$ cat config.mk
export PLATFORM = sky130hd
export DESIGN_NAME = cascaded_16bit_timer_pwm
export DESIGN_NICKNAME = d
export VERILOG_FILES = /design/src/cascaded_timer_pkg.sv /design/src/cascaded_16bit_timer_pwm.sv
export VERILOG_INCLUDE_DIRS = /design/src
export SDC_FILE = /design/constraint.sdc
export NUM_CORES = 1
export LEC_CHECK = 0
export BUFFER_PORTS_ARGS = -buffer_cell sky130_fd_sc_hd__buf_2
export CAP_MARGIN = 30
export CELL_PAD_IN_SITES_DETAIL_PLACEMENT = 0
export CELL_PAD_IN_SITES_GLOBAL_PLACEMENT = 1
export CORE_MARGIN = 1
export CORE_UTILIZATION = 46
export DETAILED_ROUTE_END_ITERATION = 8
export PLACE_DENSITY = 0.76
export SLEW_MARGIN = 10
export SYNTH_ARGS = -nofsm -noshare
export SYNTH_HDL_FRONTEND = slang
export SYNTH_SLANG_ARGS = --single-unit
$ cat constraint.sdc
create_clock -name clk_i -period 4.6 [get_ports clk_i]
set_input_delay 0.46 -clock clk_i [delete_from_list [all_inputs] [get_ports clk_i]]
set_output_delay 0.46 -clock clk_i [all_outputs]
set_load 0.03 [all_outputs]
$ cat src/cascaded_timer_defs.svh
// register offsets, field positions, reset values and clock taps of the cascaded timer
`ifndef CASCADED_TIMER_DEFS_SVH
`define CASCADED_TIMER_DEFS_SVH
`define ADDR_W 3
`define OFS_LOWER_CTRL 3'h0
`define OFS_UPPER_CTRL 3'h1
`define OFS_CMP_LO 3'h2
`define OFS_CMP_HI 3'h3
`define OFS_DUTY_LO 3'h4
`define OFS_DUTY_HI 3'h5
`define OFS_CNT_LO 3'h6
`define OFS_CNT_HI 3'h7
// lower control: clock select [2:0]
`define CKSEL_LSB 0
`define CKSEL_MSB 2
// upper control: mode [1:0], divider chain select 2, run 3, flip-flop preset 7
`define MODE_LSB 0
`define MODE_MSB 1
`define DVSEL_BIT 2
`define RUN_BIT 3
`define FFINIT_BIT 7
`define CTRL_RST 8'h00
`define CMP_RST 16'hFFFF
`define DUTY_RST 16'h0000
// clock select codes
`define CK_SLOW_TAP 3'h0
`define CK_DIV7 3'h1
`define CK_DIV5 3'h2
`define CK_DIV3 3'h3
`define CK_LOWFREQ 3'h4
`define CK_DIV1 3'h5
`define CK_FULL 3'h6
`define CK_EVENT 3'h7
// prescaler tap positions in a free divider of the system clock
`define PRE_W 11
`define TAP_DIV11 10
`define TAP_DIV7 6
`define TAP_DIV5 4
`define TAP_DIV3 2
`define TAP_DIV1 0
`endif

$ cat src/cascaded_timer_pkg.sv
// types of the cascaded timer
package cascaded_timer_pkg;
  typedef enum logic [1:0] {
    MODE_TIMER = 2'h0,
    MODE_EVENT = 2'h1,
    MODE_PWM = 2'h2,
    MODE_RSVD = 2'h3
  } mode_e;
endpackage : cascaded_timer_pkg

$ cat src/cascaded_16bit_timer_pwm.sv
// one 16-bit counter, read as two bytes, forming a 16-bit timer, event counter and pwm
//
// Design decisions made here: the register offsets and the strobed register port.
`timescale 1ns/10ps
`include "cascaded_timer_defs.svh"

// Behaviour
// - timer mode counts prescaled ticks, sixteen bits
// - run bit starts and stops counting
// - compare match interrupts and clears counter
// - compare value takes effect immediately
// - event mode counts event falling edges
// - select code seven picks event input outside timer mode
// - prescaler taps selectable by field
// - pwm adds full and half clock taps
// - pwm duty match below 0xFFFF toggles, keeps counting
// - pwm overflow toggles unless duty matches too, clears, interrupts
// - preset bit loads flip-flop, reset clears
// - output pin is inverted flip-flop
// - duty double-buffered, loads at interrupt
// - duty read returns active stage
// - stop holds output level
module cascaded_16bit_timer_pwm (
  input wire logic clk_i, // system clock, 100 MHz
  input wire logic arst_n_i, // asynchronous reset, active low
  input wire logic [`ADDR_W-1:0] addr_i, // register address
  input wire logic [7:0] wdata_i, // write data
  input wire logic wr_i, // write strobe
  input wire logic rd_i, // read strobe
  output logic [7:0] rdata_o, // read data, cycle after read strobe
  input wire logic low_freq_clock_i, // slow clock level from pin
  input wire logic event_input_pin_i, // external event input
  output logic timer_output_pin_o, // inverted output flip-flop
  output logic combined_timer_irq_o // one-cycle interrupt pulse
);

  // ---------------------------------------------
  // registers
  // ---------------------------------------------
  logic [7:0] lower_timer_control_r;
  logic [7:0] upper_timer_control_r;
  logic [7:0] compare_low_byte_r;
  logic [7:0] compare_high_byte_r;
  logic [7:0] duty_low_byte_r; // buffer stage, low
  logic [7:0] duty_high_byte_r; // buffer stage, high
  logic [15:0] duty_active_r;
  logic [15:0] count_r;
  logic output_flipflop_r;
  logic [`PRE_W-1:0] pre_r;
  logic [1:0] ev_sync_r;
  logic ev_prev_r;
  logic [1:0] fs_sync_r;
  logic fs_prev_r;
  logic [2:0] fs_div_r;
  logic irq_r;

  cascaded_timer_pkg::mode_e mode;
  logic run;
  logic [2:0] cksel;
  logic [15:0] compare;
  logic tick;
  logic fs_tick;
  logic fs8_tick;
  logic cmp_hit;
  logic ovf_hit;
  logic duty_hit;
  logic [15:0] count_nxt;

  // reset words split into bytes here; a literal cannot be part-selected
  localparam logic [15:0] CMP_INIT = `CMP_RST;
  localparam logic [15:0] DUTY_INIT = `DUTY_RST;

  // rising edge of a bit in the free prescaler
  function automatic logic tap_edge(input logic [`PRE_W-1:0] p, input int b);
    logic [`PRE_W-1:0] n;
    n = p + `PRE_W'(1);
    return n[b] & ~p[b];
  endfunction : tap_edge

  // ---------------------------------------------
  // control decode
  // ---------------------------------------------
  assign mode = cascaded_timer_pkg::mode_e'(upper_timer_control_r[`MODE_MSB:`MODE_LSB]);
  assign run = upper_timer_control_r[`RUN_BIT];
  assign cksel = lower_timer_control_r[`CKSEL_MSB:`CKSEL_LSB];
  assign compare = {compare_high_byte_r, compare_low_byte_r};

  // register writes; compare has no buffer so it acts at once
  always_ff @(posedge clk_i or negedge arst_n_i) begin
    if (!arst_n_i) begin
      lower_timer_control_r <= `CTRL_RST;
      upper_timer_control_r <= `CTRL_RST;
      compare_low_byte_r <= CMP_INIT[7:0];
      compare_high_byte_r <= CMP_INIT[15:8];
      duty_low_byte_r <= DUTY_INIT[7:0];
      duty_high_byte_r <= DUTY_INIT[15:8];
    end else if (wr_i) begin
      case (addr_i)
        `OFS_LOWER_CTRL: lower_timer_control_r <= wdata_i;
        `OFS_UPPER_CTRL: upper_timer_control_r <= wdata_i;
        `OFS_CMP_LO: compare_low_byte_r <= wdata_i;
        `OFS_CMP_HI: compare_high_byte_r <= wdata_i;
        `OFS_DUTY_LO: duty_low_byte_r <= wdata_i;
        `OFS_DUTY_HI: duty_high_byte_r <= wdata_i;
        default: ;
      endcase
    end
  end

  // ---------------------------------------------
  // clock sources
  // ---------------------------------------------
  // free divider standing in for the high-frequency prescaler chain
  always_ff @(posedge clk_i or negedge arst_n_i) begin
    if (!arst_n_i) begin
      pre_r <= '0;
    end else begin
      pre_r <= pre_r + `PRE_W'(1);
    end
  end

  // pin inputs pass two flip-flops before any edge detection
  always_ff @(posedge clk_i or negedge arst_n_i) begin
    if (!arst_n_i) begin
      ev_sync_r <= 2'b11;
      ev_prev_r <= 1'b1;
      fs_sync_r <= 2'b00;
      fs_prev_r <= 1'b0;
      fs_div_r <= 3'h0;
    end else begin
      ev_sync_r <= {ev_sync_r[0], event_input_pin_i};
      ev_prev_r <= ev_sync_r[1];
      fs_sync_r <= {fs_sync_r[0], low_freq_clock_i};
      fs_prev_r <= fs_sync_r[1];
      if (fs_tick) begin
        fs_div_r <= fs_div_r + 3'h1;
      end
    end
  end

  assign fs_tick = fs_sync_r[1] & ~fs_prev_r;
  assign fs8_tick = fs_tick & (fs_div_r == 3'h7);

  // tick select; the full and half taps exist only in pwm mode
  always_comb begin
    tick = 1'b0;
    case (cksel)
      `CK_SLOW_TAP: tick = upper_timer_control_r[`DVSEL_BIT] ? fs8_tick
                           : tap_edge(pre_r, `TAP_DIV11);
      `CK_DIV7: tick = tap_edge(pre_r, `TAP_DIV7);
      `CK_DIV5: tick = tap_edge(pre_r, `TAP_DIV5);
      `CK_DIV3: tick = tap_edge(pre_r, `TAP_DIV3);
      `CK_LOWFREQ: tick = fs_tick;
      `CK_DIV1: tick = (mode == cascaded_timer_pkg::MODE_PWM)
                       & tap_edge(pre_r, `TAP_DIV1);
      `CK_FULL: tick = (mode == cascaded_timer_pkg::MODE_PWM);
      `CK_EVENT: tick = (mode != cascaded_timer_pkg::MODE_TIMER)
                        & ev_prev_r & ~ev_sync_r[1];
      default: tick = 1'b0;
    endcase
  end

  // ---------------------------------------------
  // counter
  // ---------------------------------------------
  assign cmp_hit = run & tick & (mode != cascaded_timer_pkg::MODE_PWM)
                   & (mode != cascaded_timer_pkg::MODE_RSVD) & (count_r == compare);
  assign ovf_hit = run & tick & (mode == cascaded_timer_pkg::MODE_PWM) & (&count_r);
  assign duty_hit = run & tick & (mode == cascaded_timer_pkg::MODE_PWM)
                    & (count_r == duty_active_r);

  // one 16-bit up-counter, low byte from lower half, high byte from upper
  always_comb begin
    count_nxt = count_r;
    if (cmp_hit || ovf_hit) begin
      count_nxt = 16'h0000;
    end else if (run && tick && mode != cascaded_timer_pkg::MODE_RSVD) begin
      count_nxt = count_r + 16'h0001;
    end
  end

  always_ff @(posedge clk_i or negedge arst_n_i) begin
    if (!arst_n_i) begin
      count_r <= 16'h0000;
    end else if (!run) begin
      count_r <= 16'h0000; // stopped counter restarts from zero
    end else begin
      count_r <= count_nxt;
    end
  end

  // interrupt pulse on compare clear or pwm overflow
  always_ff @(posedge clk_i or negedge arst_n_i) begin
    if (!arst_n_i) begin
      irq_r <= 1'b0;
    end else begin
      irq_r <= cmp_hit | ovf_hit;
    end
  end

  assign combined_timer_irq_o = irq_r;

  // active duty: loaded at interrupt while running, at once while stopped
  always_ff @(posedge clk_i or negedge arst_n_i) begin
    if (!arst_n_i) begin
      duty_active_r <= `DUTY_RST;
    end else if (!run || ovf_hit) begin
      duty_active_r <= {duty_high_byte_r, duty_low_byte_r};
    end
  end

  // ---------------------------------------------
  // output flip-flop
  // ---------------------------------------------
  // preset only while stopped and not in the stopping write, so the pin holds
  always_ff @(posedge clk_i or negedge arst_n_i) begin
    if (!arst_n_i) begin
      output_flipflop_r <= 1'b0;
    end else if (wr_i && addr_i == `OFS_UPPER_CTRL && !run && !wdata_i[`RUN_BIT]) begin
      output_flipflop_r <= wdata_i[`FFINIT_BIT];
    end else if (wr_i && addr_i == `OFS_UPPER_CTRL && !run) begin
      output_flipflop_r <= wdata_i[`FFINIT_BIT]; // preset at start
    end else if (duty_hit ^ ovf_hit) begin
      output_flipflop_r <= ~output_flipflop_r;
    end
  end

  assign timer_output_pin_o = ~output_flipflop_r;

  // ---------------------------------------------
  // read path
  // ---------------------------------------------
  always_ff @(posedge clk_i or negedge arst_n_i) begin
    if (!arst_n_i) begin
      rdata_o <= 8'h00;
    end else if (rd_i) begin
      case (addr_i)
        `OFS_LOWER_CTRL: rdata_o <= lower_timer_control_r;
        `OFS_UPPER_CTRL: rdata_o <= upper_timer_control_r;
        `OFS_CMP_LO: rdata_o <= compare_low_byte_r;
        `OFS_CMP_HI: rdata_o <= compare_high_byte_r;
        `OFS_DUTY_LO: rdata_o <= duty_active_r[7:0];
        `OFS_DUTY_HI: rdata_o <= duty_active_r[15:8];
        `OFS_CNT_LO: rdata_o <= count_r[7:0];
        `OFS_CNT_HI: rdata_o <= count_r[15:8];
        default: rdata_o <= 8'h00;
      endcase
    end else begin
      rdata_o <= 8'h00;
    end
  end

  // ---------------------------------------------
  // assertions
  // ---------------------------------------------
  cmp_clear_a: assert property (@(posedge clk_i) disable iff (!arst_n_i)
    cmp_hit |=> (count_r == 16'h0000) && combined_timer_irq_o)
    else $error("compare match did not clear and interrupt");

  stop_hold_a: assert property (@(posedge clk_i) disable iff (!arst_n_i)
    (!run && !$past(run)) |-> (count_r == 16'h0000))
    else $error("counter moved while stopped");

  pwm_ovf_a: assert property (@(posedge clk_i) disable iff (!arst_n_i)
    (ovf_hit && !duty_hit && !wr_i) |=> (output_flipflop_r != $past(output_flipflop_r))
    && (count_r == 16'h0000) && combined_timer_irq_o)
    else $error("pwm overflow did not toggle, clear and interrupt");

  duty_tog_a: assert property (@(posedge clk_i) disable iff (!arst_n_i)
    (duty_hit && !ovf_hit && !wr_i) |=> (output_flipflop_r != $past(output_flipflop_r))
    && (count_r == $past(count_r) + 16'h0001))
    else $error("duty match did not toggle or counter cleared");

  pin_inv_a: assert property (@(posedge clk_i) disable iff (!arst_n_i)
    timer_output_pin_o == !output_flipflop_r)
    else $error("output pin not inverse of flip-flop");

  ff_hold_a: assert property (@(posedge clk_i) disable iff (!arst_n_i)
    (mode != cascaded_timer_pkg::MODE_PWM && run && $past(run)) |-> $stable(output_flipflop_r))
    else $error("flip-flop changed outside pwm");

  duty_buf_a: assert property (@(posedge clk_i) disable iff (!arst_n_i)
    (run && !ovf_hit) |=> $stable(duty_active_r))
    else $error("active duty changed without interrupt");

  duty_rd_a: assert property (@(posedge clk_i) disable iff (!arst_n_i)
    (rd_i && addr_i == `OFS_DUTY_HI) |=> (rdata_o == $past(duty_active_r[15:8])))
    else $error("duty read did not return active stage");

  run_hold_a: assert property (@(posedge clk_i) disable iff (!arst_n_i)
    (!run && !wr_i) |=> $stable(output_flipflop_r))
    else $error("stopped output did not hold");

  // ---------------------------------------------
  // assertions on interrupt, compare, clock, duty load and read path
  // ---------------------------------------------
  // ticks are two or more cycles apart outside the full tap, and overflow there clears the count, so the pulse never doubles
  irq_pulse_a: assert property (@(posedge clk_i) disable iff (!arst_n_i)
    combined_timer_irq_o |=> !combined_timer_irq_o)
    else $error("interrupt pulse longer than one cycle");

  irq_src_a: assert property (@(posedge clk_i) disable iff (!arst_n_i)
    combined_timer_irq_o |-> $past(cmp_hit || ovf_hit))
    else $error("interrupt without match or overflow");

  cmp_imm_a: assert property (@(posedge clk_i) disable iff (!arst_n_i)
    (wr_i && addr_i == `OFS_CMP_LO) |=> (compare[7:0] == $past(wdata_i)))
    else $error("compare low byte did not act at once");

  cmp_imm_hi_a: assert property (@(posedge clk_i) disable iff (!arst_n_i)
    (wr_i && addr_i == `OFS_CMP_HI) |=> (compare[15:8] == $past(wdata_i)))
    else $error("compare high byte did not act at once");

  ev_count_a: assert property (@(posedge clk_i) disable iff (!arst_n_i)
    (run && !wr_i && mode == cascaded_timer_pkg::MODE_EVENT && cksel == `CK_EVENT
     && ev_prev_r && !ev_sync_r[1] && !cmp_hit) |=> (count_r == $past(count_r) + 16'h0001))
    else $error("event falling edge not counted");

  ev_gate_a: assert property (@(posedge clk_i) disable iff (!arst_n_i)
    (mode == cascaded_timer_pkg::MODE_TIMER && cksel == `CK_EVENT) |-> !tick)
    else $error("event input clocked the timer mode");

  full_tick_a: assert property (@(posedge clk_i) disable iff (!arst_n_i)
    (mode == cascaded_timer_pkg::MODE_PWM && cksel == `CK_FULL) |-> tick)
    else $error("full clock tap missing in pwm");

  stop_duty_a: assert property (@(posedge clk_i) disable iff (!arst_n_i)
    !run |=> (duty_active_r == $past({duty_high_byte_r, duty_low_byte_r})))
    else $error("stopped duty not loaded at once");

  rd_idle_a: assert property (@(posedge clk_i) disable iff (!arst_n_i)
    !rd_i |=> (rdata_o == 8'h00))
    else $error("read data not zero outside read");

endmodule : cascaded_16bit_timer_pwm

==> flow_summary.ini <==
[run_status]
status = finished, final reports clean

[critical_path]
path_buf_inv = 1
worstPathRequired_ns = 4.87
timing.rr.end = count_r[9]
cpPeakStageDelay_ns = 0.54
r2r-start = pre_r[0]
crit_arrival_ns = 3.69
endpoint_kind = flip-flop
rrSetupSlack_ns = 1.18
rr_worst_depth = 11
crit_family = simple AND/OR/NAND/NOR gates
crit_fanout = 14
cpMostUsedCell = and3_1
startpoint_type = flip-flop
crit_type = flip-flop to flip-flop
cpMaxStageDelayCell = nand4_1
path_cells = ha_1, and3_1, and3_1, and3_1, ha_1, inv_1, o2111ai_1, nand4_1, or2_2, or4_1, a21oi_1

[finish]
fin_area_um2 = 5980
antenna_cells = 0
layout-area-overhead-vs-synth_pct = 8.86
nNetsFinal = 509
drive_gt1_share_pct = 28.6
instances_no_fill = 632

[synthesis]
synth_seq_area_share_pct = 50.5
netlist_area_um2 = 5500
syn_area_per_cell_um2 = 11.6
yosys_warnings = 0
synth-xor-area-share_pct = 8.45
synth_top_family_by_area = multiplexers
synthCells = 474
synthMuxAreaShare_pct = 16.6
synth_nets = 499
synthSimpleGateAreaFrac_pct = 12.2
synth_edf_count = 0
synthArstFlopShare_pct = 100
synthFlopType = dfrtp_1
synth_compound_area_share_pct = 6.08
yosysUniqueCellTypes = 54
ys_ff_latch = 110
synthAdderAreaFrac_pct = 1.82

[cts]
cts_setup_buffers = 0
clock-root-buffer = clkbuf_16
cts_resized = 0
clk_pin_slew_ns = 0.07
clock_latency_ns = 0.36
numCtsBuffers = 9
hold_buffers = 0
clkSinkCount = 110
cts_buffer_depth = 2
cts_tree = built
htreeDepth = 3

[placement]
postPlaceCellArea_um2 = 5670
gp_congestion = 0.800
dpl.cell_count = 615
io_buffers = 26
hpwl_um = 8520

[power]
netSwitchingPower_mw = 0.782
swShare_pct = 29.2
finalPower_mw = 2.67
p_seq_share_pct = 49.7
peakVddDrop_uv = 326
powerDensity_nw_per_um2 = 447
p_int_mw = 1.89
pwr-share-clk_pct = 30.0
pwr-share-comb_pct = 20.3
leakage_nw = 2.56

[timing]
setup_viol = 0
min_period_over_period_pct = 74.4
timing.fmax_mhz = 292
skew_ns = 0.00941
finalSetupTns_ns = 0
finalMaxSlewViolations = 0
grt_setup_unrepaired = no
hold_viol_final = 0
period_minus_slack_ns = 3.42
tightest_slew_ns = 0.917
relSlewSlack_pct = 38.6

[floorplanning]
start_util_pct = 47.7
io_pins = 27
rows = 39
dieWidth_um = 111
core_um2 = 11500
die_h_um = 111
die_area_um2 = 12400

[drt]
dr.pass1.iters = 4
ant_nets = 0
drt-initial-drc-count = 155
wirelength_um = 12300
via_per_inst = 5.75
wl_per_cell_um = 19.5
vias = 3632
drc = 0

[grt]
grt_pass1_wl_um = 20200
overflow = 0
grt_util_all_layers_pct = 21.6
grt_start_max_net_pins = 66
antenna_found_initial = 0
grt_pass1_vias = 3702

[run]
maxCapViolCount = 0

[min_path]
hold_class = input port to async pin
==> power groups by stage <==
| stage | Clock [mW] | Sequential [mW] | Combinational, mW |
|---|---|---|---|
| 6_report | 0.803 | 1.33 | 0.542 |
| 3_3_place_gp | 0 | 1.34 | 0.533 |
| 5_1_grt | 0.855 | 1.35 | 0.602 |
| 2_1_floorplan | 0 | 1.31 | 0.419 |
| 4_1_cts | 0.826 | 1.33 | 0.548 |
| 3_5_place_dp | 0 | 1.35 | 0.546 |
==> cell usage after synthesis, types with 2 or more instances <==
library cell	count	area [um2]
a211oi_1	5	37.5
a21oi_1	14	70.1
a221oi_1	2	17.5
a22o_1	2	17.5
a22oi_1	2	15.0
a31oi_1	2	12.5
and2_1	2	12.5
and3_1	10	62.6
buf_1	2	7.51
buf_4	5	37.5
buf_6	2	22.5
clkbuf_1	20	75.1
dfrtp_1	91	2280
dfstp_2	19	499
ha_1	8	100
inv_1	19	71.3
mux2_2	67	754
mux2i_1	9	90.1
mux4_2	3	67.6
nand2_1	12	45.0
nand2b_1	4	25.0
nand3_1	9	45.0
nand4_1	11	68.8
nand4b_1	2	17.5
nor2_1	35	131
nor2b_1	3	18.8
nor3_1	4	20.0
nor3b_1	5	37.5
nor4_1	11	68.8
nor4b_1	3	26.3
o21ai_0	13	65.1
o22ai_1	2	12.5
or3_1	2	12.5
or4_1	3	22.5
xnor2_1	34	298
xor2_1	19	166
==> stage by stage <==
stage	worst slack, ns	utilization (%)	hold slack, ns
6_report	1.18	52.0	0.190
5_1_grt	0.906	52.0	0.192
4_1_cts	1.16	51.9	0.185
3_5_place_dp	1.20	49.3	0.342
3_3_place_gp	1.42	49.3	0.333
2_1_floorplan	1.86	-	0.164
==> worst reg2reg max path, stage by stage, from the launching register on <==
cell       delay [ns]
dfrtp_1          0.39
ha_1             0.18
and3_1           0.18
and3_1           0.20
and3_1           0.17
ha_1             0.15
inv_1            0.04
o2111ai_1        0.29
nand4_1          0.54
or2_2            0.54
or4_1            0.48
a21oi_1          0.16
==> flip-flops by register name, indices dropped and copies added (netlist names) <==
name                   cells
duty_high_byte_r           8
combined_timer_irq_o       1
compare_low_byte_r         8
pre_r                     11
rdata_o                    8
output_flipflop_r          1
ev_sync_r                  2
fs_sync_r                  2
lower_timer_control_r      8
duty_active_r             16
ev_prev_r                  1
upper_timer_control_r      8
compare_high_byte_r        8
duty_low_byte_r            8
fs_div_r                   3
count_r                   16
fs_prev_r                  1
==> cell type report <==
cell class / count / area, um2
flip-flops and latches: 110 / 2780
well taps: 143 / 179
clock buffers: 12 / 246
inverters: 20 / 75.1
fillers: 1024 / 5530
multi-input cells: 313 / 2490
clock inverters: 4 / 56.3
repair buffers: 30 / 163
==> placed cells by master (no fill, tap or decap), drive strengths merged, types with 10 or more instances in the layout <==
cell and instances:
a21oi 14, o21ai 13, nand4 11, inv 21
and3 10, xnor2 34, clkbuf 12, xor2 19
dfstp 19, nand2 13, nor2 35, dfrtp 91
mux2 67, nor4 11, buf 30
==> worst max path at each step <==
stage,start,end,slack [ns],cells past startpoint
final,pre_r[0],count_r[9],1.18,11
after global routing,pre_r[0],count_r[9],0.91,11
after CTS,pre_r[0],count_r[9],1.16,11
after detailed placement,pre_r[0],count_r[9],1.20,11
after global placement,pre_r[0],count_r[9],1.42,11
after floorplan,pre_r[0],count_r[6],1.86,12
==> cells by family (layout without fill, tap and decap cells) <==
family	Yosys count	after routing
compound gates	50	50
xor+xnor	53	53
fa+ha+maj	8	8
buf+inv	51	66
flops	110	110
mux	79	79
simple gates	123	123
==> per-layer routing <==
metal,global-route usage (%),part of all wire (%),vias to the layer above
met4,7.21,1.9,0
met3,5.36,5.4,12
li1,-,-,1692
met2,32.1,46,83
met1,31.0,47,1845
met5,0,0,-
(Power assumes the default switching activity.)
